[config.mk]
export PLATFORM = sky130hd
export DESIGN_NAME = watchdog_reset_supervisor
export DESIGN_NICKNAME = d
export VERILOG_FILES = /design/src/rtl/wd_supervisor_pkg.sv /design/src/rtl/watchdog_reset_supervisor.sv
export SDC_FILE = /design/constraint.sdc
export NUM_CORES = 1
export LEC_CHECK = 0
export ABC_CLOCK_PERIOD_IN_PS = 4150
export BUFFER_PORTS_ARGS = -buffer_cell sky130_fd_sc_hd__buf_2
export CELL_PAD_IN_SITES_DETAIL_PLACEMENT = 0
export CELL_PAD_IN_SITES_GLOBAL_PLACEMENT = 2
export CORE_MARGIN = 10
export CORE_UTILIZATION = 34
export CTS_CLUSTER_SIZE = 30
export DETAILED_ROUTE_END_ITERATION = 16
export GPL_TIMING_DRIVEN = 0
export PLACE_DENSITY = 0.92
export SLEW_MARGIN = 30
export SYNTH_ARGS = -nofsm -noshare
export SYNTH_HDL_FRONTEND = slang
export SYNTH_SLANG_ARGS = --single-unit
[constraint.sdc]
create_clock -name clk_sys -period 4.15 [get_ports clk_sys]
set_input_delay 0.415 -clock clk_sys [delete_from_list [all_inputs] [get_ports clk_sys]]
set_output_delay 0.415 -clock clk_sys [all_outputs]
set_load 0.05 [all_outputs]
[src/rtl/wd_supervisor_pkg.sv]
// Constants shared by the watchdog and reset supervisor
package wd_supervisor_pkg;

  // APB register byte offsets
  localparam logic [7:0] CTRL_OFF = 8'h00;
  localparam logic [7:0] STATUS_OFF = 8'h04;
  localparam logic [7:0] IRQ_STAT_OFF = 8'h08;
  localparam logic [7:0] IRQ_MASK_OFF = 8'h0C;

  // Control register fields and reset values
  localparam int CTRL_CAP_LSB = 0;
  localparam int CTRL_CAP_W = 8;
  localparam logic [7:0] CAP_NF_RESET = 8'h0A;
  localparam logic [2:0] IRQ_MASK_RESET = 3'h0;

  // Status register field positions
  localparam int ST_WDO = 0;
  localparam int ST_RST = 1;
  localparam int ST_WDOFF = 2;
  localparam int ST_PG_LSB = 4;
  localparam int ST_EN_LSB = 8;
  localparam int ST_CFG_LSB = 12;
  localparam int ST_STATE_LSB = 16;

  // Interrupt bits
  localparam int IRQ_WDO = 0;
  localparam int IRQ_RST_LOW = 1;
  localparam int IRQ_RST_REL = 2;
  localparam int IRQ_W = 3;

  // Time base: one unit is 0.01 ms per nF of timing capacitor
  localparam real CLK_MHZ = 100.0;
  localparam real UNIT_US_PER_NF = 10.0;
  localparam int UNIT_CYC_PER_NF = int'(UNIT_US_PER_NF * CLK_MHZ);
  // Delays at the nominal 10 nF capacitor, in ms, counted in units of 0.1 ms
  localparam real NOMINAL_NF = 10.0;
  localparam real UNIT_MS_NOMINAL = UNIT_US_PER_NF * NOMINAL_NF / 1000.0;
  localparam real WD_SERVICE_MS = 1620.0;
  localparam real WD_REPEAT_MS = 12900.0;
  localparam real WD_LOW_MS = 202.0;
  localparam real RST_DELAY_MS = 202.0;
  localparam int UNIT_W = 17;
  localparam logic [UNIT_W-1:0] WD_SERVICE_UNITS = UNIT_W'(int'(WD_SERVICE_MS / UNIT_MS_NOMINAL));
  localparam logic [UNIT_W-1:0] WD_REPEAT_UNITS = UNIT_W'(int'(WD_REPEAT_MS / UNIT_MS_NOMINAL));
  localparam logic [UNIT_W-1:0] WD_LOW_UNITS = UNIT_W'(int'(WD_LOW_MS / UNIT_MS_NOMINAL));
  localparam logic [UNIT_W-1:0] RST_DELAY_UNITS = UNIT_W'(int'(RST_DELAY_MS / UNIT_MS_NOMINAL));

  // Power-good window around 800 mV feedback, in mV
  localparam int FB_W = 10;
  localparam logic [FB_W-1:0] PG_R1_LOW_MV = 10'd784;
  localparam logic [FB_W-1:0] PG_RX_LOW_MV = 10'd760;
  localparam logic [FB_W-1:0] PG_HIGH_MV = 10'd860;

  // External sync to high-voltage controller ratio
  localparam logic [2:0] HV_SYNC_DIV = 3'd6;

  // Light-load mode pin levels
  typedef enum logic [1:0] {MODE_GND, MODE_MID, MODE_RAIL, MODE_RSVD} mode_level_t;

  typedef enum logic [1:0] {WD_OFF, WD_LOW, WD_AFTER_LOW, WD_SERVICED} wd_state_t;

endpackage : wd_supervisor_pkg

[src/rtl/watchdog_reset_supervisor.sv]
// Watchdog timer, power-on reset supervisor and strap decoding with APB registers
// How it works
// - Missed service pulls timeout output low 202 ms
// - New timeout after 1.62 s idle or 12.9 s
// - Reset restarts watchdog with one timeout period
// - Timeout output only sinks, never drives high
// - All delays scale with timing capacitor value
// - Capacitor pin at rail disables the watchdog
// - Reset low while enabled feedback out of window
// - Window -2%/+7.5% reg1, -5%/+7.5% others
// - Reset low while all regulators disabled
// - Reset release delayed by capacitor-scaled interval
// - Only enabled regulators take part in monitoring
// - Three strap bits select power stage grouping
// - Frequency pin at rail selects internal oscillator when no sync clock is present
// - Sync clock: high-voltage side runs at one sixth
// - Mode pin selects burst, forced or skipping operation
// - All regulators off shuts temperature monitor down
//
// Added by the designer: the register offsets and register access over APB.
`timescale 1ns/1ps
`default_nettype none
module watchdog_reset_supervisor
  import wd_supervisor_pkg::*;
#(
  parameter int UNIT_CYC = UNIT_CYC_PER_NF
) (
  // Clock and undervoltage reset
  input wire logic clk_sys,
  input wire logic rst_b,
  // APB slave
  input wire logic psel,
  input wire logic penable,
  input wire logic pwrite,
  input wire logic [7:0] paddr,
  input wire logic [31:0] pwdata,
  output logic [31:0] prdata,
  output logic pready,
  output logic pslverr,
  // Interrupt
  output logic irq,
  // Watchdog pins
  input wire logic watchdog_service_in,
  input wire logic timing_cap_pin,
  output logic watchdog_timeout_out_o,
  output logic watchdog_timeout_out_oe,
  // Regulator enables and feedback codes in mV
  input wire logic reg1_enable,
  input wire logic reg2_enable,
  input wire logic reg3_enable,
  input wire logic reg4_enable,
  input wire logic [FB_W-1:0] reg1_feedback,
  input wire logic [FB_W-1:0] reg2_feedback,
  input wire logic [FB_W-1:0] reg3_feedback,
  input wire logic [FB_W-1:0] reg4_feedback,
  // Reset output pin
  output logic rstOut_o,
  output logic rstOut_oe,
  // Straps and clocking
  input wire logic stage_config_bit0,
  input wire logic stage_config_bit1,
  input wire logic stage_config_bit2,
  input wire logic freq_set_pin,
  input wire logic syncPresent,
  input wire logic syncClkIn,
  input wire logic [1:0] modeLevel,
  output logic [2:0] stageConfig,
  output logic internalOscSel,
  output logic lvSyncPulse,
  output logic hvSyncPulse,
  output logic forcedCont,
  output logic lvBurst,
  output logic hvBurst,
  output logic hvSkip,
  output logic tempMonEnable
);

  function automatic logic inWindow(input logic [FB_W-1:0] fb, input logic [FB_W-1:0] low);
    inWindow = (fb >= low) && (fb <= PG_HIGH_MV);
  endfunction : inWindow

  logic [3:0] enVec;
  logic [FB_W-1:0] fbVec [4];
  logic [3:0] pgOk;
  logic anyEn;
  logic allEnabledOk;

  assign enVec = {reg4_enable, reg3_enable, reg2_enable, reg1_enable};
  assign fbVec[0] = reg1_feedback;
  assign fbVec[1] = reg2_feedback;
  assign fbVec[2] = reg3_feedback;
  assign fbVec[3] = reg4_feedback;

  // Disabled regulators count as good so they cannot hold reset
  generate
    for (genvar i = 0; i < 4; i++) begin : g_pg
      if (i == 0) begin : g_r1
        assign pgOk[i] = !enVec[i] || inWindow(fbVec[i], PG_R1_LOW_MV);
      end else begin : g_rx
        assign pgOk[i] = !enVec[i] || inWindow(fbVec[i], PG_RX_LOW_MV);
      end
    end
  endgenerate

  assign anyEn = |enVec;
  assign allEnabledOk = &pgOk;

  // Registers
  logic [CTRL_CAP_W-1:0] capNf_reg;
  logic [IRQ_W-1:0] irqMask_reg;
  logic [IRQ_W-1:0] irqStat_reg;
  logic [IRQ_W-1:0] irqEvent;

  // Capacitor-scaled time base
  logic [15:0] unitCnt_reg;
  logic [CTRL_CAP_W-1:0] scaleCnt_reg;
  logic tick;
  logic [CTRL_CAP_W-1:0] scaleTop;

  // A zero capacitor code behaves as the smallest capacitor
  assign scaleTop = (capNf_reg == '0) ? '0 : capNf_reg - 1'b1;

  always_ff @(posedge clk_sys or negedge rst_b) begin
    if (!rst_b) begin
      unitCnt_reg <= '0;
      scaleCnt_reg <= '0;
      tick <= 1'b0;
    end else begin
      tick <= 1'b0;
      if (unitCnt_reg == 16'(UNIT_CYC - 1)) begin
        unitCnt_reg <= '0;
        if (scaleCnt_reg >= scaleTop) begin
          scaleCnt_reg <= '0;
          tick <= 1'b1;
        end else begin
          scaleCnt_reg <= scaleCnt_reg + 1'b1;
        end
      end else begin
        unitCnt_reg <= unitCnt_reg + 1'b1;
      end
    end
  end

  // Service input synchroniser and edge detector
  logic svcMeta_reg;
  logic svcSync_reg;
  logic svcLast_reg;
  logic svcEdge;

  always_ff @(posedge clk_sys or negedge rst_b) begin
    if (!rst_b) begin
      svcMeta_reg <= 1'b0;
      svcSync_reg <= 1'b0;
      svcLast_reg <= 1'b0;
    end else begin
      svcMeta_reg <= watchdog_service_in;
      svcSync_reg <= svcMeta_reg;
      svcLast_reg <= svcSync_reg;
    end
  end

  assign svcEdge = svcSync_reg ^ svcLast_reg;

  // Watchdog state machine
  wd_state_t wdState_reg;
  logic [UNIT_W-1:0] wdCnt_reg;
  logic [UNIT_W-1:0] sinceLow_reg;
  logic wdoStart;

  // Reset leaves the machine in its low period, so every UVLO ends in a timeout
  always_ff @(posedge clk_sys or negedge rst_b) begin
    if (!rst_b) begin
      wdState_reg <= WD_LOW;
      wdCnt_reg <= '0;
      sinceLow_reg <= '0;
    end else if (timing_cap_pin) begin
      wdState_reg <= WD_OFF;
      wdCnt_reg <= '0;
      sinceLow_reg <= '0;
    end else begin
      if (tick) begin
        sinceLow_reg <= sinceLow_reg + 1'b1;
      end
      unique case (wdState_reg)
        WD_OFF: begin
          wdState_reg <= WD_SERVICED;
          wdCnt_reg <= '0;
        end
        WD_LOW: begin
          // Edges during the low period are not counted as service
          if (tick) begin
            if (wdCnt_reg == WD_LOW_UNITS - 1'b1) begin
              wdState_reg <= WD_AFTER_LOW;
              wdCnt_reg <= '0;
            end else begin
              wdCnt_reg <= wdCnt_reg + 1'b1;
            end
          end
        end
        WD_AFTER_LOW: begin
          if (svcEdge) begin
            wdState_reg <= WD_SERVICED;
            wdCnt_reg <= '0;
          end else if (tick && sinceLow_reg == WD_REPEAT_UNITS - 1'b1) begin
            wdState_reg <= WD_LOW;
            wdCnt_reg <= '0;
            sinceLow_reg <= '0;
          end
        end
        WD_SERVICED: begin
          if (svcEdge) begin
            wdCnt_reg <= '0;
          end else if (tick) begin
            if (wdCnt_reg == WD_SERVICE_UNITS - 1'b1) begin
              wdState_reg <= WD_LOW;
              wdCnt_reg <= '0;
              sinceLow_reg <= '0;
            end else begin
              wdCnt_reg <= wdCnt_reg + 1'b1;
            end
          end
        end
      endcase
    end
  end

  assign wdoStart = !timing_cap_pin && tick &&
    ((wdState_reg == WD_SERVICED && !svcEdge && wdCnt_reg == WD_SERVICE_UNITS - 1'b1) ||
     (wdState_reg == WD_AFTER_LOW && !svcEdge && sinceLow_reg == WD_REPEAT_UNITS - 1'b1));

  // Open-drain pin: data is always low, only the enable moves
  always_ff @(posedge clk_sys or negedge rst_b) begin
    if (!rst_b) begin
      watchdog_timeout_out_oe <= 1'b1;
      watchdog_timeout_out_o <= 1'b0;
    end else begin
      watchdog_timeout_out_o <= 1'b0;
      watchdog_timeout_out_oe <= !timing_cap_pin &&
        ((wdState_reg == WD_LOW && !(tick && wdCnt_reg == WD_LOW_UNITS - 1'b1)) || wdoStart);
    end
  end

  // Reset supervisor
  logic [UNIT_W-1:0] rstCnt_reg;
  logic rstLow;

  always_ff @(posedge clk_sys or negedge rst_b) begin
    if (!rst_b) begin
      rstCnt_reg <= '0;
    end else if (!anyEn || !allEnabledOk) begin
      rstCnt_reg <= '0;
    end else if (tick && rstCnt_reg != RST_DELAY_UNITS) begin
      rstCnt_reg <= rstCnt_reg + 1'b1;
    end
  end

  assign rstLow = !anyEn || !allEnabledOk || (rstCnt_reg != RST_DELAY_UNITS);

  always_ff @(posedge clk_sys or negedge rst_b) begin
    if (!rst_b) begin
      rstOut_oe <= 1'b1;
      rstOut_o <= 1'b0;
    end else begin
      rstOut_o <= 1'b0;
      rstOut_oe <= rstLow;
    end
  end

  // Straps, oscillator and light-load mode
  logic [2:0] syncDivCnt_reg;
  logic syncLast_reg;
  logic syncRise;

  assign syncRise = syncClkIn && !syncLast_reg;

  always_ff @(posedge clk_sys or negedge rst_b) begin
    if (!rst_b) begin
      syncLast_reg <= 1'b0;
      syncDivCnt_reg <= '0;
      lvSyncPulse <= 1'b0;
      hvSyncPulse <= 1'b0;
    end else begin
      syncLast_reg <= syncClkIn;
      lvSyncPulse <= syncPresent && syncRise;
      hvSyncPulse <= 1'b0;
      if (!syncPresent) begin
        syncDivCnt_reg <= '0;
      end else if (syncRise) begin
        if (syncDivCnt_reg == HV_SYNC_DIV - 1'b1) begin
          syncDivCnt_reg <= '0;
          hvSyncPulse <= 1'b1;
        end else begin
          syncDivCnt_reg <= syncDivCnt_reg + 1'b1;
        end
      end
    end
  end

  always_ff @(posedge clk_sys or negedge rst_b) begin
    if (!rst_b) begin
      stageConfig <= '0;
      internalOscSel <= 1'b0;
      forcedCont <= 1'b0;
      lvBurst <= 1'b0;
      hvBurst <= 1'b0;
      hvSkip <= 1'b0;
      tempMonEnable <= 1'b0;
    end else begin
      stageConfig <= {stage_config_bit2, stage_config_bit1, stage_config_bit0};
      internalOscSel <= freq_set_pin && !syncPresent;
      tempMonEnable <= anyEn;
      // A synchronised clock implies forced continuous operation
      forcedCont <= syncPresent || (mode_level_t'(modeLevel) == MODE_RAIL);
      lvBurst <= !syncPresent && (mode_level_t'(modeLevel) inside {MODE_GND, MODE_MID,
        MODE_RSVD});
      hvBurst <= !syncPresent && (mode_level_t'(modeLevel) inside {MODE_GND, MODE_RSVD});
      hvSkip <= !syncPresent && (mode_level_t'(modeLevel) == MODE_MID);
    end
  end

  // Interrupt events
  logic rstLowLast_reg;

  always_ff @(posedge clk_sys or negedge rst_b) begin
    if (!rst_b) begin
      rstLowLast_reg <= 1'b1;
    end else begin
      rstLowLast_reg <= rstLow;
    end
  end

  assign irqEvent[IRQ_WDO] = wdoStart;
  assign irqEvent[IRQ_RST_LOW] = rstLow && !rstLowLast_reg;
  assign irqEvent[IRQ_RST_REL] = !rstLow && rstLowLast_reg;

  // APB slave: one wait state, registered answer
  logic apbAccess;
  logic apbDone;
  logic addrOk;
  logic [31:0] readMux;

  assign apbAccess = psel && penable && !pready;
  assign apbDone = psel && penable && pready;
  assign addrOk = paddr inside {CTRL_OFF, STATUS_OFF, IRQ_STAT_OFF, IRQ_MASK_OFF};

  always_comb begin
    readMux = '0;
    unique case (paddr)
      CTRL_OFF: readMux[CTRL_CAP_LSB +: CTRL_CAP_W] = capNf_reg;
      STATUS_OFF: begin
        readMux[ST_WDO] = watchdog_timeout_out_oe;
        readMux[ST_RST] = rstOut_oe;
        readMux[ST_WDOFF] = (wdState_reg == WD_OFF);
        readMux[ST_PG_LSB +: 4] = pgOk;
        readMux[ST_EN_LSB +: 4] = enVec;
        readMux[ST_CFG_LSB +: 3] = stageConfig;
        readMux[ST_STATE_LSB +: 2] = wdState_reg;
      end
      IRQ_STAT_OFF: readMux[IRQ_W-1:0] = irqStat_reg;
      IRQ_MASK_OFF: readMux[IRQ_W-1:0] = irqMask_reg;
      default: readMux = '0;
    endcase
  end

  always_ff @(posedge clk_sys or negedge rst_b) begin
    if (!rst_b) begin
      pready <= 1'b0;
      pslverr <= 1'b0;
      prdata <= '0;
    end else begin
      pready <= apbAccess;
      pslverr <= apbAccess && !addrOk;
      prdata <= (apbAccess && !pwrite) ? readMux : '0;
    end
  end

  always_ff @(posedge clk_sys or negedge rst_b) begin
    if (!rst_b) begin
      capNf_reg <= CAP_NF_RESET;
      irqMask_reg <= IRQ_MASK_RESET;
    end else if (apbDone && pwrite) begin
      if (paddr == CTRL_OFF) begin
        capNf_reg <= pwdata[CTRL_CAP_LSB +: CTRL_CAP_W];
      end
      if (paddr == IRQ_MASK_OFF) begin
        irqMask_reg <= pwdata[IRQ_W-1:0];
      end
    end
  end

  // Read clears the sticky bits; a new event in that cycle survives
  always_ff @(posedge clk_sys or negedge rst_b) begin
    if (!rst_b) begin
      irqStat_reg <= '0;
    end else begin
      if (apbDone && !pwrite && paddr == IRQ_STAT_OFF) begin
        irqStat_reg <= irqEvent;
      end else begin
        irqStat_reg <= irqStat_reg | irqEvent;
      end
    end
  end

  always_ff @(posedge clk_sys or negedge rst_b) begin
    if (!rst_b) begin
      irq <= 1'b0;
    end else begin
      irq <= |((irqStat_reg | irqEvent) & irqMask_reg);
    end
  end

endmodule : watchdog_reset_supervisor
`default_nettype wire

# Word-level counts from Yosys, hierarchy flattened
# Index checks and enable logic that the tools add are counted.
# op_classes
addsub	7
n_mul	0
n_div	0
magnitude_cmp	9
eq_ne	23
shift	0
mux	46
n_bitwise	3
reduce_logical	71
# ops
operator	count
2-to-1 mux 17 bit	17
one-hot mux 17 bit (4 select lines)	1
adder 17 x 1 -> 17 bit, second input constant	3
>= comparator 10 bit, second input constant	4
less-or-equal comparator 10 bit, second input constant	4
one-hot mux 17 bit (2 select lines)	1
logical AND 1 bit	31
2-to-1 mux 18 bit	1
2-to-1 mux 2 bit	9
equality test 17 x 11 -> 1 bit, second input constant	1
equality test 17 x 14 -> 1 bit, second input constant	1
equality test 17 bit, second input constant	1
!= test 17 x 11 -> 1 bit, second input constant	1
adder 16 x 1 -> 16 bit, second input constant	1
equality test 16 x 10 -> 1 bit, second input constant	1
equality test 8 x 4 -> 1 bit, second input constant	2
zero test 1 bit	16
zero test 8 bit	2
2-to-1 mux 16 bit	1
2-to-1 mux 8 bit	2
2-to-1 mux 3 bit	4
!= test 3 bit, second input constant	4
one-hot mux 3 bit (4 select lines)	1
logical OR 1 bit	9
28 further kinds	41
# word_totals
reg_bits	133
latchBits	0
ram_bits	0
rom_bits	0
inputBits	99
output_inout_bits	50
elab_cells	189
mem_count	0

# Logic depth before layout (Yosys ltp)
# Gate-level depths: netlist of the first run.
# depth
depth_word	12
ltp_mapped	12
mapped_depth_nobuf	12

# Worst setup path before layout of the first run
# No wires, ideal clock.
# synth_path
path_kind	flip-flop to flip-flop
startpoint	register capNf_reg[0]
endpoint	register scaleCnt_reg[2]
setup_ns	0.086
arrival_time_ns	2.821
required_time_ns	4.064
setup_slack_ns	1.243
stages_incl_launch_ff	13
n_path_buf	0
synth_period_minus_slack_ns	2.907
path_cell_list	dfrtp_1 -> inv_1 -> ha_1 -> or3b_2 -> or3_1 -> and2_1 -> ha_1 -> nand2b_1 -> a21o_1 -> a21oi_1 -> o21a_1 -> nor3_1 -> nor3_1
# synth_via
elab_chain_cells	4
word_cells_on_any_way	5
classes_between	add/sub: 1; order compare: 1; mux: 2; reduce/logical: 1
# synth_rtl
element	line	rtl
from (decl)	watchdog_reset_supervisor.sv:109	logic [CTRL_CAP_W-1:0] capNf_reg;
from (signal assigned)	watchdog_reset_supervisor.sv:383	capNf_reg <= pwdata[CTRL_CAP_LSB +: CTRL_CAP_W];
subtractor 8 x 1 -> 8 bit / zero test 8 bit (equally long branches)	watchdog_reset_supervisor.sv:121	assign scaleTop = (capNf_reg == '0) ? '0 : capNf_reg - 1'b1;
2-to-1 mux 8 bit (*)	watchdog_reset_supervisor.sv:121	
>= comparator 8 bit (*)	watchdog_reset_supervisor.sv:132	if (scaleCnt_reg >= scaleTop) begin
2-to-1 mux 8 bit (*)	watchdog_reset_supervisor.sv:132	
to (signal assigned)	watchdog_reset_supervisor.sv:136	scaleCnt_reg <= scaleCnt_reg + 1'b1;
to (decl)	watchdog_reset_supervisor.sv:116	logic [CTRL_CAP_W-1:0] scaleCnt_reg;
# Mark *: on every way between the ends. The rest lies on a longest branch, timed or not.
# A chain may end at the register's enable or synchronous reset.

# Final worst setup path of the first run
# layout_path
startpoint	register capNf_reg[0]
endpoint	register scaleCnt_reg[7]
# The elaborated chain is that of the path after synthesis.

==> results of run 1 <==
per-layer routing:
layer / global-route usage / vias up
met5: 0 / -
met3: 0.0386 / 10
li1: - / 2653
met2: 0.191 / 153
met1: 0.165 / 2527
met4: 0.0426 / 0
critical path, stage by stage, from the launching register on:
cell	delay, ns
dfrtp_1	0.43
inv_1	0.09
ha_1	0.17
or3b_2	0.50
or3_1	0.45
and2_1	0.21
ha_1	0.26
nand2b_1	0.10
a21o_1	0.12
a21oi_1	0.06
o21a_1	0.27
nor3_1	0.43
nor2_1	0.09
worst max-delay path by stage:
stage	slack, ns	end	depth (start not counted)
floorplan	1.24	scaleCnt_reg[2]	12
global placement	0.82	scaleCnt_reg[5]	12
detailed placement	0.87	scaleCnt_reg[7]	12
CTS	0.80	scaleCnt_reg[7]	12
global route	0.63	scaleCnt_reg[5]	12
finish	0.84	scaleCnt_reg[7]	12
logic make-up (layout without fill, tap and decap cells):
logic type | Yosys count | in the layout | synth area share
xor+xnor | 53 | 53 | 0.0681
fa+ha+maj | 17 | 17 | 0.0312
other cells | 1 | 17 | 0.000550
buf+inv | 50 | 188 | 0.0398
mux | 22 | 22 | 0.0400
compound gates | 80 | 80 | 0.0874
flops | 132 | 132 | 0.486
simple gates | 325 | 325 | 0.247
layout make-up:
cell class / instances / area (µm²) / area share
Sequential cell: 132 / 3310 / 0.393
Multi-Input combinational cell: 514 / 3300 / 0.391
Clock buffer: 18 / 439 / 0.0521
Tap cell: 265 / 332 / 0.0393
Buffer: 31 / 200 / 0.0238
Timing Repair Buffer: 107 / 573 / 0.0680
Inverter: 19 / 71.3 / 0.00846
Clock inverter: 13 / 208 / 0.0246
cells in the mapped netlist, drive strengths merged (10+ instances only):
master / number / area, µm²
o21ai: 21 / 109
inv: 19 / 71.3
and3: 23 / 144
nor3: 19 / 100
nand3: 29 / 150
nor4: 14 / 93.8
mux2: 12 / 135
ha: 17 / 213
buf: 23 / 169
nand2: 66 / 248
nand4: 19 / 134
xor2: 29 / 254
nand2b: 10 / 65.1
xnor2: 24 / 210
nor2b: 13 / 81.3
dfrtp: 127 / 3180
nor2: 90 / 345
a21oi: 10 / 61.3
power by group through the flow:
stage	sequential (mW)	combinational, mW	clock (mW)
floorplan	1.36	0.120	0
global placement	1.33	0.241	0
detailed placement	1.33	0.247	0
CTS	1.31	0.249	1.68
global route	1.31	0.270	1.75
finish	1.31	0.245	1.64
stage by stage:
stage | util | cell area [µm²] | power [mW] | hold WS, ns | setup slack, ns
global placement | 0.395 | 7730 | 1.57 | 0.335 | 0.815
floorplan | - | 6880 | 1.48 | 0.119 | 1.24
global route | 0.430 | 8430 | 3.33 | 0.0881 | 0.631
detailed placement | 0.397 | 7770 | 1.58 | 0.346 | 0.871
finish | 0.430 | 8430 | 3.20 | 0.109 | 0.838
CTS | 0.430 | 8430 | 3.24 | 0.0869 | 0.797
what timing repair did:
action,4_1_cts,5_1_grt
hold buffers,1,0
endpoints found under the hold margin,47,0
setup buffers,0,0
==> impl_metrics.tcl, run 1 <==
set metrics [dict create \
    status "complete, no violations" \
    combPwrFrac 0.077 \
    area.growth.synth_to_final_pct 23.6 \
    ys_warn_count 0 \
    fin_skew_ns 0.00867 \
    grt_setup_unrepaired "false" \
    wl_met1_um 7680 \
    p_sw_mw 0.735 \
    htreeDepth 4 \
    timing.rr.end "scaleCnt_reg[7]" \
    synth_top_flop_cell "dfrtp_1" \
    overflow 0 \
    num_vias 5343 \
    synthArstFlopShare 1.00 \
    n_fill_cell 1900 \
    leakagePower_nw 3.89 \
    cts.sinks 132 \
    syn_area_um2 6820 \
    diodes 0 \
    drive_gt1_frac 0.241 \
    fin_crit_ns 3.31 \
    port_buffers 105 \
    start_util 0.348 \
    cp.arrival_ns 3.59 \
    power_frac_seq 0.410 \
    required_ns 4.43 \
    drt_pass1_iterations 5 \
    clock_power_share 0.513 \
    dr_wl_met3_um 1060 \
    hold_path_depth 1 \
    synth_cells 680 \
    r2r_cells 12 \
    grt_start_max_net_pins 86 \
    grtUsageTotal 0.125 \
    clkSlewWorstSetupHoldPaths_ns 0.06 \
    via_per_inst 4.86 \
    place_hpwl_um 12100 \
    route.met2.wl_um 7250 \
    peakVddDrop_v 0.000246 \
    drc 0 \
    setup_violations 0 \
    die_area_um2 26100 \
    startpoint "capNf_reg[0]" \
    fp-row-count 51 \
    crit_path_max_fanout 7 \
    clk_latency_ns 0.41 \
    final_cells 1099 \
    r2r_slack_ns 0.84 \
    grt_pass1_wl_um 27000 \
    cts_tree "yes" \
    wl_um 16200 \
    clk_path_buf_depth 2 \
    hp-class "in2reg" \
    reg2reg_from "capNf_reg[0]" \
    synth_cell_types 69 \
    antenna_found_initial 0 \
    fmax_ghz 0.302 \
    hold_viol 0 \
    hold_start "stage_config_bit2" \
    drtIter0Drc 284 \
    p_per_area_nw_per_um2 379 \
    period_share 0.798 \
    wl_per_cell_um 14.7 \
    top_layer_used "met4" \
    dieHeight_um 162 \
    crit_path_end_kind "flop" \
    cts_buffers 17 \
    worstHoldEndpoint "stageConfig[2]" \
    dp_cells 1067 \
    final_common_cell "dfrtp_1" \
    yosysSeqAreaShare 0.485 \
    tns_ns 0 \
    intPower_mw 2.46 \
    layout.nets 938 \
    synth.avg_cell_area_um2 10.0 \
    layout_common_cells "127 x dfrtp_1, 107 x buf_2, 87 x nor2_1" \
    worst_slew_pin_slew_ns 0.802 \
    cts-resized-gates 0 \
    core-area_um2 19600 \
    drtAntennaViolNets 0 \
    grt_pass1_vias 5244 \
    io_pins 149 \
    final_max_slew_viol_count 0 \
    max_cap_viol_count 0 \
    die_w_um 162 \
    slew_headroom 0.461 \
    sw_frac_of_total 0.230 \
    ys_ff_latch 132 \
    start_kind "flop" \
    criticalPathCategory "reg2reg" \
    routabilityCongestion 0.831 \
    clock-root-buffer "clkbuf_16" \
    synth_edf_count 0 \
]
No activity file was read; power rests on OpenSTA's default activity.
==> inputs of run 2 (changes only) <==
--- a/config.mk
+++ b/config.mk
@@ -5,12 +5,13 @@
 export SDC_FILE = /design/constraint.sdc
 export NUM_CORES = 1
 export LEC_CHECK = 0
-export ABC_CLOCK_PERIOD_IN_PS = 4150
+export ABC_AREA = 1
+export ABC_CLOCK_PERIOD_IN_PS = 3100
 export BUFFER_PORTS_ARGS = -buffer_cell sky130_fd_sc_hd__buf_2
 export CELL_PAD_IN_SITES_DETAIL_PLACEMENT = 0
 export CELL_PAD_IN_SITES_GLOBAL_PLACEMENT = 2
 export CORE_MARGIN = 10
-export CORE_UTILIZATION = 34
+export CORE_UTILIZATION = 32
 export CTS_CLUSTER_SIZE = 30
 export DETAILED_ROUTE_END_ITERATION = 16
 export GPL_TIMING_DRIVEN = 0
==> constraint.sdc (replaced) <==
create_clock -name clk_sys -period 3.1 [get_ports clk_sys]
set_input_delay 0.31 -clock clk_sys [delete_from_list [all_inputs] [get_ports clk_sys]]
set_output_delay 0.31 -clock clk_sys [all_outputs]
set_load 0.05 [all_outputs]
==> run 2 against run 1 <==
Compared with the run above: sequential cell count stayed put; non-clock buffer count grew 2; largest power group unchanged; utilization down 3.0 points; largest cell class is now multi-input gates; clock skew about the same.
==> impl_metrics.tcl, run 2 <==
set metrics [dict create \
    drt_pass1_iterations 5 \
    power_frac_seq 0.415 \
    peakVddDrop_v 0.000280 \
    wl_per_cell_um 13.7 \
    synth_common_cells "180 x nand2_1, 140 x inv_1, 127 x dfrtp_1, 110 x nor2_1, 63 x nand3_1" \
    criticalPathCategory "reg2reg" \
    overflow 0 \
    p_sw_mw 1.18 \
    cts_tree "yes" \
    final_common_cell "nand2_1" \
    port_buffers 107 \
    r2r_cells 14 \
    diodes 0 \
    hold_viol 0 \
    num_vias 6384 \
    synth_cells 940 \
    clk_path_buf_depth 2 \
    grt_start_max_net_pins 74 \
    whs_ns 0.0726 \
    status "complete, no violations" \
    grt_use_met1 0.165 \
    via_per_inst 4.60 \
    core-area_um2 22700 \
    synth.avg_cell_area_um2 7.90 \
    place_hpwl_um 14700 \
    postCtsSetupBuffers 0 \
    clkSlewWorstSetupHoldPaths_ns 0.07 \
    start_kind "flop" \
    use_met3 0.0287 \
    cts.sinks 132 \
    dp_cells 1349 \
    synth_edf_count 0 \
    final_cells 1387 \
    cp.arrival_ns 3.00 \
    max_cap_viol_count 0 \
    wl_um 18900 \
    setup_violations 0 \
    grtUsageTotal 0.132 \
    drive_gt1_frac 0.218 \
    r2r_slack_ns 0.44 \
    period_share 0.857 \
    htreeDepth 4 \
    synthArstFlopShare 1.00 \
    clk_latency_ns 0.43 \
    hold_start "freq_set_pin" \
    ys_warn_count 0 \
    drtIter0Drc 347 \
    yosysSeqAreaShare 0.446 \
    sw_frac_of_total 0.277 \
    ys_ff_latch 132 \
    synth_area_leader_cell "dfrtp_1" \
    io_pins 149 \
    leakagePower_nw 4.46 \
    layout.nets 1205 \
    grt_pass1_wl_um 31200 \
    worst_slew_pin_slew_ns 0.605 \
    clock_power_share 0.484 \
    hold_path_depth 3 \
    layout_common_cells "180 x nand2_1, 140 x inv_1, 127 x dfrtp_1" \
    worstHoldEndpoint "internalOscSel" \
    fin_ws_ns 0.443 \
    routabilityCongestion 0.845 \
    place_ws_ns 0.205 \
    die_w_um 172 \
    grt_pass1_vias 6297 \
    timing.rr.end "scaleCnt_reg[5]" \
    synth_top_flop_cell "dfrtp_1" \
    fmax_ghz 0.376 \
    crit_path_end_kind "flop" \
    hp-class "in2reg" \
    synth_top_area_frac 0.428 \
    dieHeight_um 172 \
    antenna_found_initial 0 \
    grt_setup_unrepaired "false" \
    fp-row-count 55 \
    die_area_um2 29700 \
    gr-usage-met2 0.221 \
    drtAntennaViolNets 0 \
    p_per_area_nw_per_um2 471 \
    busiest_layer "met2" \
    slew_headroom 0.593 \
    fin_skew_ns 0.00869 \
    crit_path_max_fanout 5 \
    drc 0 \
    combPwrFrac 0.101 \
    area.growth.synth_to_final_pct 22.2 \
    final_max_slew_viol_count 0 \
    intPower_mw 3.09 \
    synthTopCellsByArea "dfrtp_1 43%, nand2_1 9.1%, inv_1 7.1%" \
    finalPower_mw 4.27 \
    reg2reg_from "capNf_reg[0]" \
    required_ns 3.44 \
    start_util 0.327 \
    synth_most_common_cell "nand2_1" \
    startpoint "capNf_reg[0]" \
    tns_ns 0 \
    cts_buffers 17 \
    clock-root-buffer "clkbuf_16" \
    synth_cell_types 55 \
    syn_area_um2 7430 \
    fin_crit_ns 2.66 \
]
run 2: worst max-delay path by stage:
stage	slack, ns	to
after floorplan	0.75	scaleCnt_reg[5]
after global placement	-0.23	svcMeta_reg
after detailed placement	0.21	scaleCnt_reg[5]
after CTS	0.19	scaleCnt_reg[5]
after global routing	0.08	scaleCnt_reg[3]
final	0.44	scaleCnt_reg[5]
run 2: what timing repair did:
action                                 in CTS  in global routing
endpoints found under the hold margin      76                  0
gates resized for setup                     0                  1
setup endpoints to repair                   0                  7
hold buffers                                6                  0
run 2: metrics by stage:
step / cell area [µm²] / utilization
2_1_floorplan: 7490 / -
3_3_place_gp: 8380 / 0.369
3_5_place_dp: 8420 / 0.371
4_1_cts: 9070 / 0.399
5_1_grt: 9080 / 0.400
6_report: 9080 / 0.400
run 2: routing by layer:
metal	vias to the layer above	share of wire
met2	106	0.49
met3	15	0.041
met5	-	0
met1	2962	0.46
li1	3301	-
met4	0	0.012
run 2: power by group through the flow:
stage / sequential (mW) / clock (mW) / combinational [mW]
finish: 1.77 / 2.07 / 0.433
global route: 1.78 / 2.17 / 0.482
CTS: 1.77 / 2.11 / 0.441
detailed placement: 1.80 / 0 / 0.434
global placement: 1.81 / 0 / 0.426
floorplan: 1.84 / 0 / 0.235
run 2: kinds of logic (layout without fill, tap and decap cells):
logic type                 count (synthesis)  after routing  share of synthesized area
and+or+nand+nor                          468            468                      0.296
buffers and inverters                    181            327                      0.105
DFF                                      132            132                      0.446
AOI/OAI and AO/OA                        113            113                     0.0886
xor gates and xnor gates                  25             25                     0.0305
adders and majority gates                 17             17                     0.0286
muxes                                      3              3                    0.00455
other                                      1             17                   0.000505
run 2: final cells by class:
class                      count  area (µm²)
multi-input combinational    643        3400
clock buffer                  17         425
sequential                   132        3310
buffer                        26         198
tap                          285         357
clock inverter                15         169
timing repair buffer         114         633
inverter                     155         584
fill                        2323       13600
run 2: worst max-delay path: stages (launching register included):
cell and delay (ns):
dfrtp_1 0.42, inv_1 0.11, ha_1 0.19, nand2_1 0.10, nor4_2 0.38, inv_1 0.14, o21ai_0 0.13, ha_1 0.28
a21oi_1 0.11, o21ai_0 0.09, a21oi_1 0.17, nand2_1 0.12, nand2_1 0.11, inv_1 0.05, nor3_1 0.18
